==> config.mk <==
export PLATFORM = sky130hd
export DESIGN_NAME = dctc_channel
export DESIGN_NICKNAME = d
export VERILOG_FILES = /design/src/logic/dctc_pkg.sv /design/src/logic/dctc_sync_if.sv /design/src/logic/dctc_channel.sv /design/src/logic/dctc_end_sync.sv
export SDC_FILE = /design/constraint.sdc
export NUM_CORES = 1
export LEC_CHECK = 0
export ABC_AREA = 1
export BUFFER_PORTS_ARGS = -buffer_cell sky130_fd_sc_hd__buf_2
export CORE_AREA = 4 4 144 146
export DETAILED_ROUTE_END_ITERATION = 12
export DIE_AREA = 0 0 148 150
export PLACE_DENSITY = 0.74
export RECOVER_POWER = 100
export REMOVE_ABC_BUFFERS = 1
export SLEW_MARGIN = 20
export SYNTH_ARGS = -nofsm -noshare
export SYNTH_HDL_FRONTEND = slang
export SYNTH_SLANG_ARGS = --single-unit
==> constraint.sdc <==
create_clock -name ref_clk -period 2.2 [get_ports ref_clk]
set_clock_uncertainty 0.15 [all_clocks]
set_input_delay 0 -clock ref_clk [delete_from_list [all_inputs] [get_ports ref_clk]]
set_output_delay 0 -clock ref_clk [all_outputs]
set_load 0.02 [all_outputs]
==> src/logic/dctc_pkg.sv <==
// Shared constants and types of the DMA channel termination control block
package dctc_pkg;
  // Descriptor status field positions
  localparam int unsigned DCTC_BD_VALID_BIT = 15;
  localparam int unsigned DCTC_BD_WRAP_BIT = 13;
  localparam int unsigned DCTC_BD_INTREQ_BIT = 12;
  localparam int unsigned DCTC_BD_LAST_BIT = 11;
  localparam int unsigned DCTC_BD_CONT_BIT = 9;
  localparam int unsigned DCTC_BD_EXTEND_BIT = 1;
  // Status bit positions
  localparam int unsigned DCTC_ST_DONE_BIT = 0;
  localparam int unsigned DCTC_ST_BUFCMP_BIT = 1;
  localparam int unsigned DCTC_ST_OOB_BIT = 2;
  localparam int unsigned DCTC_ST_WIDTH = 3;
  // Reset values
  localparam logic [2:0] DCTC_STATUS_RST = 3'h0;
  localparam logic [31:0] DCTC_COUNT_RST = 32'h0;
  // Buffer mode of the channel
  typedef enum logic [1:0] {DCTC_SINGLE, DCTC_AUTO, DCTC_CHAIN} dctc_mode_type;
  // Transfer sequencer states
  typedef enum logic [2:0] {DCTC_IDLE, DCTC_SRC, DCTC_DST, DCTC_RELOAD, DCTC_STOP} dctc_state_type;
endpackage

==> src/logic/dctc_sync_if.sv <==
// Interface carrying the raw and synchronised end-of-transfer line
interface dctc_sync_if;
  logic rawEnd;
  logic bypass;
  logic endSeen;
  modport owner (output rawEnd, output bypass, input endSeen);
  modport sync (input rawEnd, input bypass, output endSeen);
endinterface

==> src/logic/dctc_channel.sv <==
// Termination control for one general DMA channel
module dctc_channel
  import dctc_pkg::*;
#(
  parameter int unsigned COUNT_WIDTH = 32,
  parameter int unsigned BD_INDEX_WIDTH = 4
)
(
  input wire logic ref_clk,
  input wire logic srst,
  input wire logic transferEndLineIn,
  output logic transferEndLineOut,
  output logic transferEndLineOe,
  output logic transferAckLine,
  input wire logic busS3Fall,
  input wire logic busS5,
  input wire logic busCycleEnd,
  input wire logic [2:0] opBytes,
  output logic srcCycleReq,
  output logic dstCycleReq,
  input wire logic runSet,
  input wire logic runClear,
  input wire logic chanResetSet,
  input wire logic channelInitCommand,
  input wire logic ackPhaseSelect,
  input wire logic syncRequestBypass,
  input wire logic dualAddress,
  input wire logic peripheralIsSource,
  input wire logic [1:0] baseMode,
  input wire logic [2:0] statusClear,
  input wire logic [2:0] statusMask,
  input wire logic bdLoadValid,
  input wire logic [15:0] bdLoadStatus,
  input wire logic [COUNT_WIDTH-1:0] bdLoadCount,
  input wire logic [COUNT_WIDTH-1:0] bdLoadSrc,
  input wire logic [COUNT_WIDTH-1:0] bdLoadDst,
  output logic bdLoadReq,
  output logic [BD_INDEX_WIDTH-1:0] bdIndex,
  output logic bdWriteBack,
  output logic [15:0] bdStatusOut,
  output logic channelRunBit,
  output logic channelResetBit,
  output logic [2:0] channelStatusReg,
  output logic channelIrq,
  output logic [COUNT_WIDTH-1:0] byteCounter,
  output logic [COUNT_WIDTH-1:0] sourcePointer,
  output logic [COUNT_WIDTH-1:0] destPointer
);
  dctc_sync_if syncBus ();
  dctc_state_type state_r;
  logic endPending_r;
  logic srcEnd_r;
  logic initNeeded_r;
  logic [15:0] bdStat_r;
  logic sampleNow;
  logic endHit;
  logic lastCycle;
  logic srcSideSample;
  logic [COUNT_WIDTH-1:0] step;
  logic [2:0] stEvents;

  assign syncBus.rawEnd = ~transferEndLineIn;
  assign syncBus.bypass = syncRequestBypass;

  dctc_end_sync endSync (
    .ref_clk(ref_clk),
    .srst(srst),
    .port(syncBus.sync)
  );

  // Byte count of one operand, widened to the counter width
  function automatic logic [COUNT_WIDTH-1:0] widen(input logic [2:0] b);
    widen = {{(COUNT_WIDTH-3){1'b0}}, b};
  endfunction
  // Final operand of a count; a zero count wraps the full range, so it is not final
  function automatic logic finalOp(input logic [COUNT_WIDTH-1:0] cnt, input logic [COUNT_WIDTH-1:0] stp);
    finalOp = (cnt != '0) && (cnt <= stp);
  endfunction

  // ==========================================
  // End line sampling
  assign step = widen(opBytes);
  assign srcSideSample = ~ackPhaseSelect;
  // S5 gives a dual-address source peripheral one extra clock
  assign sampleNow = (state_r == DCTC_SRC && srcSideSample && dualAddress && peripheralIsSource)
    ? busS5 : busS3Fall;
  // Strobes repeat each wait state; the last one before cycle end wins
  always_ff @(posedge ref_clk)
  begin
    if (srst || state_r == DCTC_IDLE || busCycleEnd)
      endPending_r <= 1'b0;
    else if (sampleNow)
      endPending_r <= syncBus.endSeen;
  end
  // Our own count-driven end must not read back as a peripheral end; a peripheral
  // end on that same final cycle is therefore taken as a plain count end
  assign endHit = busCycleEnd && (sampleNow ? syncBus.endSeen : endPending_r) &&
    ((state_r == DCTC_SRC) == srcSideSample) && !transferEndLineOe;
  assign lastCycle = finalOp(byteCounter, step) && state_r == DCTC_DST;

  // ==========================================
  // Transfer sequencer
  always_ff @(posedge ref_clk)
  begin
    if (srst || chanResetSet)
      state_r <= DCTC_IDLE;
    else
    begin
      unique case (state_r)
        DCTC_IDLE:
          if (channelRunBit && !initNeeded_r)
            state_r <= (baseMode == DCTC_SINGLE) ? DCTC_SRC : DCTC_RELOAD;
        // Suspension parks here with requests held off, so a resume keeps count and pointers
        DCTC_SRC:
          if (busCycleEnd)
            state_r <= DCTC_DST;
        DCTC_DST:
          if (busCycleEnd)
          begin
            if (endHit || srcEnd_r)
              state_r <= DCTC_STOP;
            else if (lastCycle && (baseMode == DCTC_SINGLE || bdStat_r[DCTC_BD_LAST_BIT] && !bdStat_r[DCTC_BD_CONT_BIT]))
              state_r <= DCTC_STOP;
            else if (lastCycle)
              state_r <= DCTC_RELOAD;
            else
              state_r <= DCTC_SRC;
          end
        DCTC_RELOAD:
          if (bdLoadValid)
            state_r <= bdLoadStatus[DCTC_BD_VALID_BIT] ? DCTC_SRC : DCTC_STOP;
        DCTC_STOP:
          state_r <= DCTC_IDLE;
        default:
          state_r <= DCTC_IDLE;
      endcase
    end
  end

  // ==========================================
  // Source-side end remembered until destination completes
  always_ff @(posedge ref_clk)
  begin
    if (srst || state_r == DCTC_IDLE)
      srcEnd_r <= 1'b0;
    else if (state_r == DCTC_SRC && endHit)
      srcEnd_r <= 1'b1;
  end

  // ==========================================
  // Pointers and counter
  always_ff @(posedge ref_clk)
  begin
    if (srst)
    begin
      byteCounter <= DCTC_COUNT_RST;
      sourcePointer <= DCTC_COUNT_RST;
      destPointer <= DCTC_COUNT_RST;
    end
    else if (state_r == DCTC_RELOAD && bdLoadValid)
    begin
      byteCounter <= bdLoadCount;
      sourcePointer <= bdLoadSrc;
      destPointer <= bdLoadDst;
    end
    else if (busCycleEnd && state_r == DCTC_SRC)
      sourcePointer <= sourcePointer + step;
    else if (busCycleEnd && state_r == DCTC_DST)
    begin
      byteCounter <= byteCounter - step;
      destPointer <= destPointer + step;
    end
  end

  // ==========================================
  // Descriptor walk and write-back
  always_ff @(posedge ref_clk)
  begin
    if (srst || channelInitCommand)
      bdIndex <= '0;
    else if (state_r == DCTC_DST && busCycleEnd && lastCycle && !endHit)
      bdIndex <= bdStat_r[DCTC_BD_WRAP_BIT] ? '0 : bdIndex + 1'b1;
  end
  always_ff @(posedge ref_clk)
  begin
    if (srst)
      bdStat_r <= 16'h0;
    else if (state_r == DCTC_RELOAD && bdLoadValid)
      bdStat_r <= bdLoadStatus;
  end
  always_ff @(posedge ref_clk)
  begin
    if (srst)
    begin
      bdWriteBack <= 1'b0;
      bdStatusOut <= 16'h0;
    end
    else
    begin
      bdWriteBack <= 1'b0;
      if (state_r == DCTC_DST && busCycleEnd && baseMode != DCTC_SINGLE && (endHit || srcEnd_r))
      begin
        bdWriteBack <= 1'b1;
        // Auto mode: external flag, valid cleared; chain: abort flag, ready cleared
        bdStatusOut <= (bdStat_r & ~(16'h1 << DCTC_BD_VALID_BIT)) | (16'h1 << DCTC_BD_EXTEND_BIT);
      end
      else if (state_r == DCTC_DST && busCycleEnd && lastCycle && baseMode != DCTC_SINGLE)
      begin
        bdWriteBack <= 1'b1;
        bdStatusOut <= bdStat_r & ~(16'h1 << DCTC_BD_VALID_BIT);
      end
    end
  end
  // Registered request, dropped on the answer so one reload asks once
  always_ff @(posedge ref_clk)
  begin
    if (srst)
      bdLoadReq <= 1'b0;
    else
      bdLoadReq <= state_r == DCTC_RELOAD && !bdLoadValid;
  end

  // ==========================================
  // Run and reset bits
  logic chainEnd;
  logic extStop;
  assign extStop = state_r == DCTC_DST && busCycleEnd && (endHit || srcEnd_r);
  // Continuous bit keeps looping; last flag only honoured outside it
  assign chainEnd = state_r == DCTC_DST && busCycleEnd && lastCycle &&
    (baseMode == DCTC_SINGLE || (bdStat_r[DCTC_BD_LAST_BIT] && !bdStat_r[DCTC_BD_CONT_BIT]));
  always_ff @(posedge ref_clk)
  begin
    if (srst || chanResetSet)
      channelRunBit <= 1'b0;
    else if (runSet)
      channelRunBit <= 1'b1;
    else if (runClear || extStop || chainEnd || state_r == DCTC_RELOAD && bdLoadValid &&
             !bdLoadStatus[DCTC_BD_VALID_BIT])
      channelRunBit <= 1'b0;
  end
  always_ff @(posedge ref_clk)
  begin
    if (srst)
      channelResetBit <= 1'b0;
    else if (chanResetSet || extStop && baseMode == DCTC_CHAIN)
      channelResetBit <= 1'b1;
    else if (runSet)
      channelResetBit <= 1'b0;
  end
  // Descriptor modes need the init command after a channel reset or a chain-mode external end, not after srst
  always_ff @(posedge ref_clk)
  begin
    if (srst)
      initNeeded_r <= 1'b0;
    else if (channelInitCommand)
      initNeeded_r <= 1'b0;
    else if ((chanResetSet || extStop && baseMode == DCTC_CHAIN) && baseMode != DCTC_SINGLE)
      initNeeded_r <= 1'b1;
  end

  // ==========================================
  // Status: hardware set wins over write-one-to-clear
  assign stEvents[DCTC_ST_DONE_BIT] = extStop || chainEnd;
  assign stEvents[DCTC_ST_BUFCMP_BIT] = state_r == DCTC_DST && busCycleEnd && lastCycle &&
    baseMode != DCTC_SINGLE && bdStat_r[DCTC_BD_INTREQ_BIT];
  assign stEvents[DCTC_ST_OOB_BIT] = state_r == DCTC_RELOAD && bdLoadValid &&
    !bdLoadStatus[DCTC_BD_VALID_BIT];
  always_ff @(posedge ref_clk)
  begin
    if (srst || chanResetSet)
      channelStatusReg <= DCTC_STATUS_RST;
    else
      channelStatusReg <= (channelStatusReg & ~statusClear) | stEvents;
  end
  always_ff @(posedge ref_clk)
  begin
    if (srst)
      channelIrq <= 1'b0;
    else
      channelIrq <= |(((channelStatusReg & ~statusClear) | stEvents) & statusMask);
  end

  // ==========================================
  // Bus requests and handshake outputs
  always_ff @(posedge ref_clk)
  begin
    if (srst)
    begin
      srcCycleReq <= 1'b0;
      dstCycleReq <= 1'b0;
      transferAckLine <= 1'b0;
      transferEndLineOut <= 1'b1;
      transferEndLineOe <= 1'b0;
    end
    else
    begin
      srcCycleReq <= state_r == DCTC_SRC && channelRunBit;
      dstCycleReq <= state_r == DCTC_DST;
      transferAckLine <= (state_r == DCTC_SRC) == srcSideSample && (state_r == DCTC_SRC || state_r == DCTC_DST);
      // Count-driven end on the last destination cycle, only when the destination side is acknowledged, active low
      transferEndLineOe <= finalOp(byteCounter, step) && state_r == DCTC_DST && !srcSideSample;
      transferEndLineOut <= 1'b0;
    end
  end
endmodule

==> src/logic/dctc_end_sync.sv <==
// Two-stage synchroniser for the end-of-transfer line with bypass
module dctc_end_sync
  import dctc_pkg::*;
(
  input wire logic ref_clk,
  input wire logic srst,
  dctc_sync_if.sync port
);
  logic meta_r;
  logic stable_r;
  // ==========================================
  // Synchroniser chain, first stage read only by second
  always_ff @(posedge ref_clk)
  begin
    if (srst)
    begin
      meta_r <= 1'b0;
      stable_r <= 1'b0;
    end
    else
    begin
      meta_r <= port.rawEnd;
      stable_r <= meta_r;
    end
  end
  // Bypass costs setup margin but saves two clocks of latency
  assign port.endSeen = port.bypass ? port.rawEnd : stable_r;
endmodule

==> results of run 1 <==
## timing repair
| action | in CTS | in global routing |
|---|---|---|
| hold buffers | 135 | 0 |
| resized for setup | 54 | 150 |
| setup endpoints to repair | 54 | 95 |
| endpoints found under the hold margin | 135 | 0 |
| pin swaps | 25 | 56 |
| cloned | 0 | 1 |
| setup buffers | 14 | 11 |
## per-stage QoR
stage / setup WS (ns) / setup TNS [ns] / util / hold slack, ns / cell area [um2]
global placement: -0.113 / -1.80 / 0.583 / 0.0280 / 11300
CTS: 0.00120 / 0 / 0.701 / 0.0607 / 13600
floorplan: -1.87 / -155.04 / - / -0.122 / 8900
detailed placement: -0.206 / -5.06 / 0.583 / 0.0304 / 11300
global route: -0.331 / -14.98 / 0.721 / 0.0900 / 14000
finish: -0.194 / -4.13 / 0.721 / 0.0728 / 14000
## flip-flops by register name (all words and copies together) (netlist names), 3 cells and up
signal	count
bdStatusOut	15
state_r	3
channelStatusReg	3
bdStat_r	15
destPointer	32
byteCounter	32
bdIndex	4
sourcePointer	32
## metal layers
layer / vias up / track usage / share of wire
li1: 5739 / - / -
met1: 5582 / 0.393 / 0.38
met2: 762 / 0.523 / 0.47
met3: 176 / 0.0563 / 0.097
met4: 0 / 0.163 / 0.052
met5: - / 0 / 0
## layout make-up
cell class	instances	area [um2]	share of cell area
inverter	160	617	0.0441
clock inverter	15	208	0.0148
sequential	151	3030	0.216
timing repair buffer	512	3470	0.248
tap	265	332	0.0237
clock buffer	17	425	0.0304
antenna	5	12.5	0.000894
multi-input combinational	1077	5900	0.422
## critical path: stages (launching register included)
cell and delay (ns):
dfxtp_2 0.34, inv_2 0.05, nor3_4 0.21, ha_2 0.24, nand3_2 0.08, nand2_2 0.11, nand2_2 0.06, nand2_2 0.09
nand3_2 0.11, nand2_1 0.12, inv_2 0.06, nor2_4 0.16, nand2_4 0.10, nand2_8 0.13, clkbuf_16 0.17, o21ai_2 0.05
nor2_1 0.11
## logic make-up after synthesis
logic type / after synthesis
simple gates: 769
compound gates: 275
buf+inv: 220
flops: 151
xor+xnor: 18
fa+ha+maj: 14
other cells: 1
## power breakdown
part           internal (W)  total [W]  switching, W
registers           0.00276    0.00280     0.0000355
clock network       0.00184    0.00319       0.00135
logic              0.000601    0.00130      0.000699
total               0.00520    0.00729       0.00209
## worst max path at each step
stage | startpoint | slack (ns) | end
floorplan | state_r[2]$_SDFFE_PP0P_ | -1.87 | byteCounter[8]$_SDFFE_PP0P_
global placement | byteCounter[0]$_SDFFE_PP0P_ | -0.11 | bdIndex[3]$_SDFFE_PP0P_
detailed placement | byteCounter[0]$_SDFFE_PP0P_ | -0.21 | bdIndex[3]$_SDFFE_PP0P_
CTS | byteCounter[2]$_SDFFE_PP0P_ | 0.001 | byteCounter[27]$_SDFFE_PP0P_
global route | state_r[0]$_SDFFE_PP0P_ | -0.33 | bdStatusOut[4]$_SDFFE_PP0P_
finish | state_r[0]$_SDFFE_PP0P_ | -0.19 | bdStatusOut[4]$_SDFFE_PP0P_
## synth_stat cells, drive strengths merged, types with 4 or more instances
cell      n
nand2   374
nor2    175
inv     159
dfxtp   151
a21oi   101
o21ai    93
nand3    92
nor3     58
clkbuf   33
nand4    31
buf      27
o211ai   24
a31oi    18
or2      16
o21bai   14
ha       11
xor2     11
nand3b   10
a211oi    9
xnor2     7
nor4      6
a311oi    4
==> impl_results.md, run 1 <==
- Status: finished with violations
- Failing checks: setup timing
- RePlAce Congestion: 0.960
- Ports: 267
- Core Region: 0.0194 mm2
- Final setup margin: -0.194 ns
- P_leak: 5.89 nW
- Die ar.: 0.0222 mm2
- Peak VDD IR: 0.533 mV
- Root buf cell: clkbuf_16
- Hold endpoint: byteCounter[1]$_SDFFE_PP0P_
- Placed Cells: 2006
- Post-synth ARST share: 0
- Area growth from synthesis to layout: 52.5%
- Sequential share of the synthesized area: 0.329
- Compound-Gate Fraction of Synth Area: 0.172
- Layout cells sized above 1: 0.230
- Via count: 12300
- Cell Pwr Density: 521 mW/mm2
- Nets: 2071
- GRT Overall Usage: 0.315
- Mux share of post-synthesis cell area: 0
- Slew of the pin with the lowest slew margin: 1.13 ns
- Vias in the first global route: 11500
- DRC violations left: 0
- TritonRoute pass-1 iters: 6
- Commonest cells after routing, fill and taps aside: nand2_1 (341), dfxtp_1 (147), nor2_1 (143)
- Hold Vio Cnt, Final: 0
- Critical Path AT: 2.61 ns
- RSZ-0062 raised after global routing: true
- Final count of pins violating max slew: 0
- Commonest non-fill, non-tap cell in the layout: nand2_1
- Initial antenna violation count: 3
- Total of max-cap violations: 0
- Fill cells: 1632
- DRT Wirelength: 38.2 mm
- CTS tree: yes
- Antenna viol nets, final: 0
- Htree depth: 4
- Top post-synthesis cells by area: dfxtp_1 (33%), nand2_1 (15%), nor2_1 (6.9%)
- Reg2Reg Setup Slack: -0.19 ns
- Hold path start: opBytes[1]
- Cell depth of the worst hold path: 6
- Mapped Cells: 1448
- Tmin final: 2.39 ns
- Final period util: 1.09
- Die Span X: 148 um
- Hold Crit Class: input pin to flop
- Vias per cell: 5.57
- Largest net degree at the start of global routing: 53
- R2R depth: 16
- Synth cell types: 48
- Clk Latency, worst-skew pair: 0.43 ns
- Rows: 51
- Power, Total: 0.00729 W
- Fmax: 0.418 GHz
- Post-Synth XOR/XNOR Area: 0.0172
- Startpoint type of the worst setup path: flop
- Layout Cells excl Fill: 2202
- Initial drt markers: 1004
- Adder-Cell Fraction of Synth Area: 0.0215
- Synthesized area: 0.00918 mm2
- CP Class: flop to flop
- Largest area contributor in the netlist: dfxtp_1
- Yosys warnings: 0
- Slew Limit Headroom: 0.250
- Main combinational cell family by area after synthesis: simple AND/OR/NAND/NOR gates
- Capture point of the worst reg-to-reg path: bdStatusOut[4]$_SDFFE_PP0P_
- Worst EP required: 2.42 ns
- Initial core utilization: 0.473
- Clk slew on worst S/H paths: 0.07 ns
- Port buffer count: 265
- WL per Instance: 17.3 um
- CP Capture Type: flop
- EDFF count, synth: 0
- TritonCTS Buffers: 17
- Final setup violating endpoints: 47
- Synthesized flop and latch total: 151
- Die span in y: 150 um
- Synth Area per Inst: 6.34 um2
- Overflow after GRT: 0
- Yosys top cell area share: 0.329
- FF-to-FF Start: state_r[0]$_SDFFE_PP0P_
- DP HPWL: 24.2 mm
- Global-route wire length before repair: 57.3 mm
- CTS Sinks: 151
- Bufs on Longest Clock Path: 2
- Crit-path max FO: 6
- Simple-Gate Fraction of Synth Area: 0.365
- Main synth FF type: dfxtp_1
(Power assumes the default switching activity.)
==> inputs of run 2 (changes only) <==
--- a/config.mk
+++ b/config.mk
@@ -7,10 +7,10 @@
 export LEC_CHECK = 0
 export ABC_AREA = 1
 export BUFFER_PORTS_ARGS = -buffer_cell sky130_fd_sc_hd__buf_2
-export CORE_AREA = 4 4 144 146
+export CORE_AREA = 4 4 122 171
 export DETAILED_ROUTE_END_ITERATION = 12
-export DIE_AREA = 0 0 148 150
-export PLACE_DENSITY = 0.74
+export DIE_AREA = 0 0 126 175
+export PLACE_DENSITY = 0.81
 export RECOVER_POWER = 100
 export REMOVE_ABC_BUFFERS = 1
 export SLEW_MARGIN = 20
==> run 2 against run 1 <==
Against the previous run:
- count of clock-buffer cells in the layout grew 2
- the flow finishes with violations (hold timing, setup timing)
- via count grew 1.2%
- wire length grew 1.8%
- largest cell class unchanged
- cell area shrank 0.25%
- largest power group is now sequential cells
- highest routed layer unchanged
- sequential share of layout area grew 0.081 points
==> impl_results.md, run 2 (same netlist as run 1, synthesis figures left out) <==
- Status: finished with violations
- Failing checks: hold timing, setup timing
- Vias in the first global route: 12000
- Slew of the pin with the lowest slew margin: 0.893 ns
- Final count of pins violating max slew: 0
- Hold Vio Cnt, Final: 1
- Biggest regs: byteCounter (32), destPointer (32), sourcePointer (32)
- Rows: 60
- CTS Sinks: 151
- Fmax: 0.443 GHz
- Top cell by count, worst path: nand2_2
- Reg power frac: 0.405
- Switch Pwr: 0.00200 W
- Final period util: 1.03
- WL per Instance: 17.9 um
- Cell Pwr Density: 495 mW/mm2
- Antenna cells: 0
- Largest net degree at the start of global routing: 78
- Critical Path AT: 2.48 ns
- TritonRoute pass-1 iters: 7
- Crit-path max FO: 8
- Sw Ratio: 0.288
- Layout cells sized above 1: 0.272
- Clk slew on worst S/H paths: 0.07 ns
- Max stage delay cell, worst path: dfxtp_2
- DRT Wirelength: 38.9 mm
- Root buf cell: clkbuf_16
- Hold Crit Class: input pin to flop
- Reg2Reg Setup Slack: -0.06 ns
- CP Class: flop to flop
- Total of max-cap violations: 0
- Commonest cells after routing, fill and taps aside: nand2_1 (340), buf_2 (224), nor2_1 (149)
- Commonest non-fill, non-tap cell in the layout: nand2_1
- Die span in y: 175 um
- Post-route cell area: 0.0140 mm2
- DP HPWL: 25.1 mm
- TritonCTS Buffers: 17
- Die Span X: 126 um
- Final setup violating endpoints: 11
- Vias per cell: 5.70
- Area growth from synthesis to layout: 52.1%
- CP Capture Type: flop
- Die ar.: 0.0221 mm2
- Crit path cell chain: nor3_4 > ha_4 > nand3_2 > nand2_2 > nand2_1 > nand2_2 > nand3_4 > nand2_4 > inv_4 > nor2_4 > nand2_2 > nand2_4 > buf_8 > o21ai_2 > nor2_1
- Overflow after GRT: 0
- Via count: 12400
- RSZ-0062 raised after global routing: true
- Htree depth: 4
- Clk Latency, worst-skew pair: 0.44 ns
- RePlAce Congestion: 1.01
- Clk pwr share: 0.404
- Nets: 2069
- GRT Overall Usage: 0.327
- Placed instance area: 0.0113 mm2
- Bufs on Longest Clock Path: 2
- Peak VDD IR: 0.515 mV
- Slew Limit Headroom: 0.405
- Antenna viol nets, final: 0
- Startpoint type of the worst setup path: flop
- Pint: 0.00492 W
- Core Region: 0.0192 mm2
- P_leak: 6.30 nW
- CP delay by family, top: simple AND/OR/NAND/NOR gates
- Worst EP required: 2.42 ns
- Initial antenna violation count: 0
- Hold Slack: -0.00337 ns
- Final setup margin: -0.0581 ns
- WP buf/inv: 2
- Tmin final: 2.26 ns
- Ports: 267
- Global-route wire length before repair: 59.3 mm
- Crit path largest cell delay: 0.34 ns
- Port buffer count: 265
- Initial drt markers: 1321
- Initial core utilization: 0.478
- Combinational power share: 0.192
- DRC violations left: 0
- CTS tree: yes
==> run 2: cell types whose count changed in the layout (fill, tap and decap cells not counted), sizes merged <==
cell	before	now
clkinvlp	3	4
buf	243	333
diode	5	0
bufinv	3	1
clkinv	2	6
dlygate4sd3	135	134
inv	167	160
nand2	374	375
clkbuf	151	61
==> run 2: path summary, 6_finish.rpt <==
kind / start / endpoint / depth (start not counted)
worst min-delay path: busS5 / endPending_r$_SDFF_PP0_ / 5
worst max register to register: state_r[2]$_SDFFE_PP0P_ / bdStatusOut[14]$_SDFFE_PP0P_ / 15
worst max-delay path: state_r[2]$_SDFFE_PP0P_ / bdStatusOut[14]$_SDFFE_PP0P_ / 15
worst min register to register: endSync.meta_r$_SDFF_PP0_ / endSync.stable_r$_SDFF_PP0_ / 2
==> run 2: worst reg2reg max path, stage by stage (launching register included) <==
cell and delay [ns]:
dfxtp_2 0.34, nor3_4 0.28, ha_4 0.18, nand3_2 0.06, nand2_2 0.08, nand2_1 0.06
nand2_2 0.10, nand3_4 0.10, nand2_4 0.09, inv_4 0.05, nor2_4 0.10, nand2_2 0.09
nand2_4 0.13, buf_8 0.17, o21ai_2 0.07, nor2_1 0.15
==> run 2: layout make-up <==
type                            instances  area, um2
Fill cell                            1440       5260
Clock buffer                           19        433
Clock inverter                         11        105
Multi-Input combinational cell       1078       5900
Sequential cell                       151       3030
Timing Repair Buffer                  509       3570
Tap cell                              248        310
Inverter                              160        611
==> run 2: power groups by stage <==
stage,Combinational [W],Clock [W],Sequential (W)
global route,0.00142,0.00291,0.00280
finish,0.00133,0.00279,0.00280
detailed placement,0.000963,0,0.00286
global placement,0.000950,0,0.00286
CTS,0.00118,0.00279,0.00280
floorplan,0.000486,0,0.00289
==> run 2: layer usage <==
layer	GRT usage	vias up	share of wire
met5	0	-	0
met4	0.197	0	0.059
met3	0.0550	175	0.092
met2	0.581	825	0.50
met1	0.362	5700	0.35
li1	-	5708	-
==> run 2: per-stage QoR <==
step | TNS [ns] | setup WS (ns) | total power, W | utilization | instances
CTS | -0.0386 | -0.0349 | 0.00676 | 0.699 | 2169
global route | -3.88 | -0.172 | 0.00713 | 0.726 | 2176
finish | -0.244 | -0.0581 | 0.00692 | 0.726 | 2176
detailed placement | -3.70 | -0.148 | 0.00382 | 0.589 | 1995
floorplan | -155.04 | -1.87 | 0.00337 | - | 1388
global placement | -1.26 | -0.109 | 0.00381 | 0.589 | 1995
==> run 2: timing repair <==
| action | CTS | global route |
|---|---|---|
| hold buffers | 133 | 2 |
| pin swaps | 21 | 52 |
| resized for setup | 59 | 148 |
| buffers inserted | 11 | 5 |
| endpoints found under the setup margin | 49 | 90 |
| gates cloned | 0 | 1 |
| endpoints found under the hold margin | 134 | 2 |
==> inputs of run 3 (changes only) <==
--- a/config.mk
+++ b/config.mk
@@ -13,6 +13,7 @@
 export PLACE_DENSITY = 0.81
 export RECOVER_POWER = 100
 export REMOVE_ABC_BUFFERS = 1
+export SKIP_CTS_REPAIR_TIMING = 1
 export SLEW_MARGIN = 20
 export SYNTH_ARGS = -nofsm -noshare
 export SYNTH_HDL_FRONTEND = slang
==> run 3 against run 2 <==
Against the previous run:
- the run ends with setup timing left
- first-iteration DRC count down 11%
- wire length down 3.3%
- die area unchanged
- highest routed layer unchanged
==> impl_results.md, run 3 (same netlist as run 1, synthesis figures left out) <==
- Peak VDD IR: 0.477 mV
- DRT Wirelength: 37.6 mm
- Final period util: 1.07
- Initial antenna violation count: 2
- GRT Overall Usage: 0.294
- Slew of the pin with the lowest slew margin: 0.571 ns
- Fmax: 0.425 GHz
- Commonest cells after routing, fill and taps aside: nand2_1 (339), buf_2 (264), nor2_1 (150)
- Setup TNS: -1.50 ns
- Hold Vio Cnt, Final: 0
- Global-route wire length before repair: 53.1 mm
- Post-route cell area: 0.0138 mm2
- Clk pwr share: 0.404
- Bufs on Longest Clock Path: 2
- Total of max-cap violations: 0
- TritonCTS Buffers: 17
- Worst EP required: 2.41 ns
- Max stage delay cell, worst path: dfxtp_2
- Area growth from synthesis to layout: 50.6%
- Setup crit start: state_r[0]$_SDFFE_PP0P_
- Largest net degree at the start of global routing: 78
- Clk slew on worst S/H paths: 0.07 ns
- Hold Crit Class: input pin to flop
- Reg2Reg Setup Slack: -0.15 ns
- CTS tree: yes
- Power, Total: 0.00688 W
- CP Class: flop to flop
- TritonRoute pass-1 iters: 6
- Die ar.: 0.0221 mm2
- Htree depth: 4
- Nets: 2058
- Die Span X: 126 um
- Final count of pins violating max slew: 0
- RSZ-0062 raised after global routing: true
- Failing checks: setup timing
- Hold path start: opBytes[2]
- Pint: 0.00492 W
- Commonest non-fill, non-tap cell in the layout: nand2_1
- Status: finished with violations
- Biggest regs: byteCounter (32), destPointer (32), sourcePointer (32)
- Die span in y: 175 um
- WL per Instance: 17.3 um
- Final setup margin: -0.153 ns
- Initial core utilization: 0.478
- Switch Pwr: 0.00196 W
- Cell Pwr Density: 498 mW/mm2
- RePlAce Congestion: 1.01
- Layout cells sized above 1: 0.287
- Initial drt markers: 1179
- R2R depth: 13
- Tmin final: 2.35 ns
- Critical Path AT: 2.57 ns
- CP Capture Type: flop
- Vias per cell: 5.62
- DP HPWL: 25.1 mm
- Reg power frac: 0.407
- Placed instance area: 0.0113 mm2
- Crit path cell chain: inv_2 > nor3_4 > ha_4 > nor3_2 > nand3_2 > nand2_2 > inv_4 > nor2_4 > nand2_2 > nand2_4 > buf_8 > o21ai_2 > nor2_1
- CP delay by family, top: simple AND/OR/NAND/NOR gates
- WP buf/inv: 3
- CTS Sinks: 151
- DRC violations left: 0
- Rows: 60
- Sw Ratio: 0.285
- Combinational power share: 0.190
- Layout Utilization: 0.719
- Ports: 267
- Port buffer count: 265
- Via count: 12200
- Top cell by count, worst path: nand2_2
- FF-to-FF Start: state_r[0]$_SDFFE_PP0P_
- Startpoint type of the worst setup path: flop
- Crit-path max FO: 8
- Cell depth of the worst hold path: 5
- Overflow after GRT: 0
- P_leak: 6.29 nW
- Crit path largest cell delay: 0.33 ns
- Final setup violating endpoints: 24
- Root buf cell: clkbuf_16
- Worst path depth: 13
- Slew Limit Headroom: 0.616
- Vias in the first global route: 10700
- Antenna viol nets, final: 0
- Core Region: 0.0192 mm2
- Clk Latency, worst-skew pair: 0.43 ns
==> run 3: stage by stage <==
step	setup WS, ns	std cells	hold slack (ns)
after floorplan	-1.87	1388	-0.122
final	-0.153	2167	0.0188
after CTS	-0.168	2025	-0.420
after global placement	-0.109	1995	0.0293
after global routing	-0.271	2167	0.0284
after detailed placement	-0.148	1995	0.0242
==> run 3: metal layers <==
metal,vias to the layer above,track usage,routed length [um]
li1,5709,-,-
met1,5580,0.330,13500
met2,736,0.520,19000
met3,147,0.0584,3150
met4,0,0.154,1960
met5,-,0,0
==> run 3: worst paths after layout <==
check | to
setup reg to reg | bdStatusOut[2]$_SDFFE_PP0P_
hold / removal | sourcePointer[2]$_SDFFE_PP0P_
hold reg to reg | endSync.stable_r$_SDFF_PP0_
setup / recovery | bdStatusOut[2]$_SDFFE_PP0P_
==> run 3: cell type report <==
cell class / instances / area [um2]
Multi-Input combinational cell: 1077 / 5800
Tap cell: 248 / 310
Fill cell: 1468 / 5400
Inverter: 160 / 616
Clock inverter: 11 / 105
Timing Repair Buffer: 499 / 3520
Clock buffer: 19 / 433
Antenna cell: 2 / 5.00
Sequential cell: 151 / 3030
==> run 3: power groups by stage <==
stage	combinational (W)	sequential (W)	clock, W
finish	0.00131	0.00280	0.00278
global route	0.00141	0.00280	0.00290
CTS	0.000973	0.00279	0.00279
detailed placement	0.000963	0.00286	0
global placement	0.000950	0.00286	0
floorplan	0.000486	0.00289	0
==> run 3: worst register-to-register path, stage by stage (launching register included) <==
cell and delay (ns):
dfxtp_2 0.33, inv_2 0.05, nor3_4 0.26, ha_4 0.26, nor3_2 0.19, nand3_2 0.12
nand2_2 0.11, inv_4 0.05, nor2_4 0.12, nand2_2 0.09, nand2_4 0.15, buf_8 0.17
o21ai_2 0.08, nor2_1 0.15
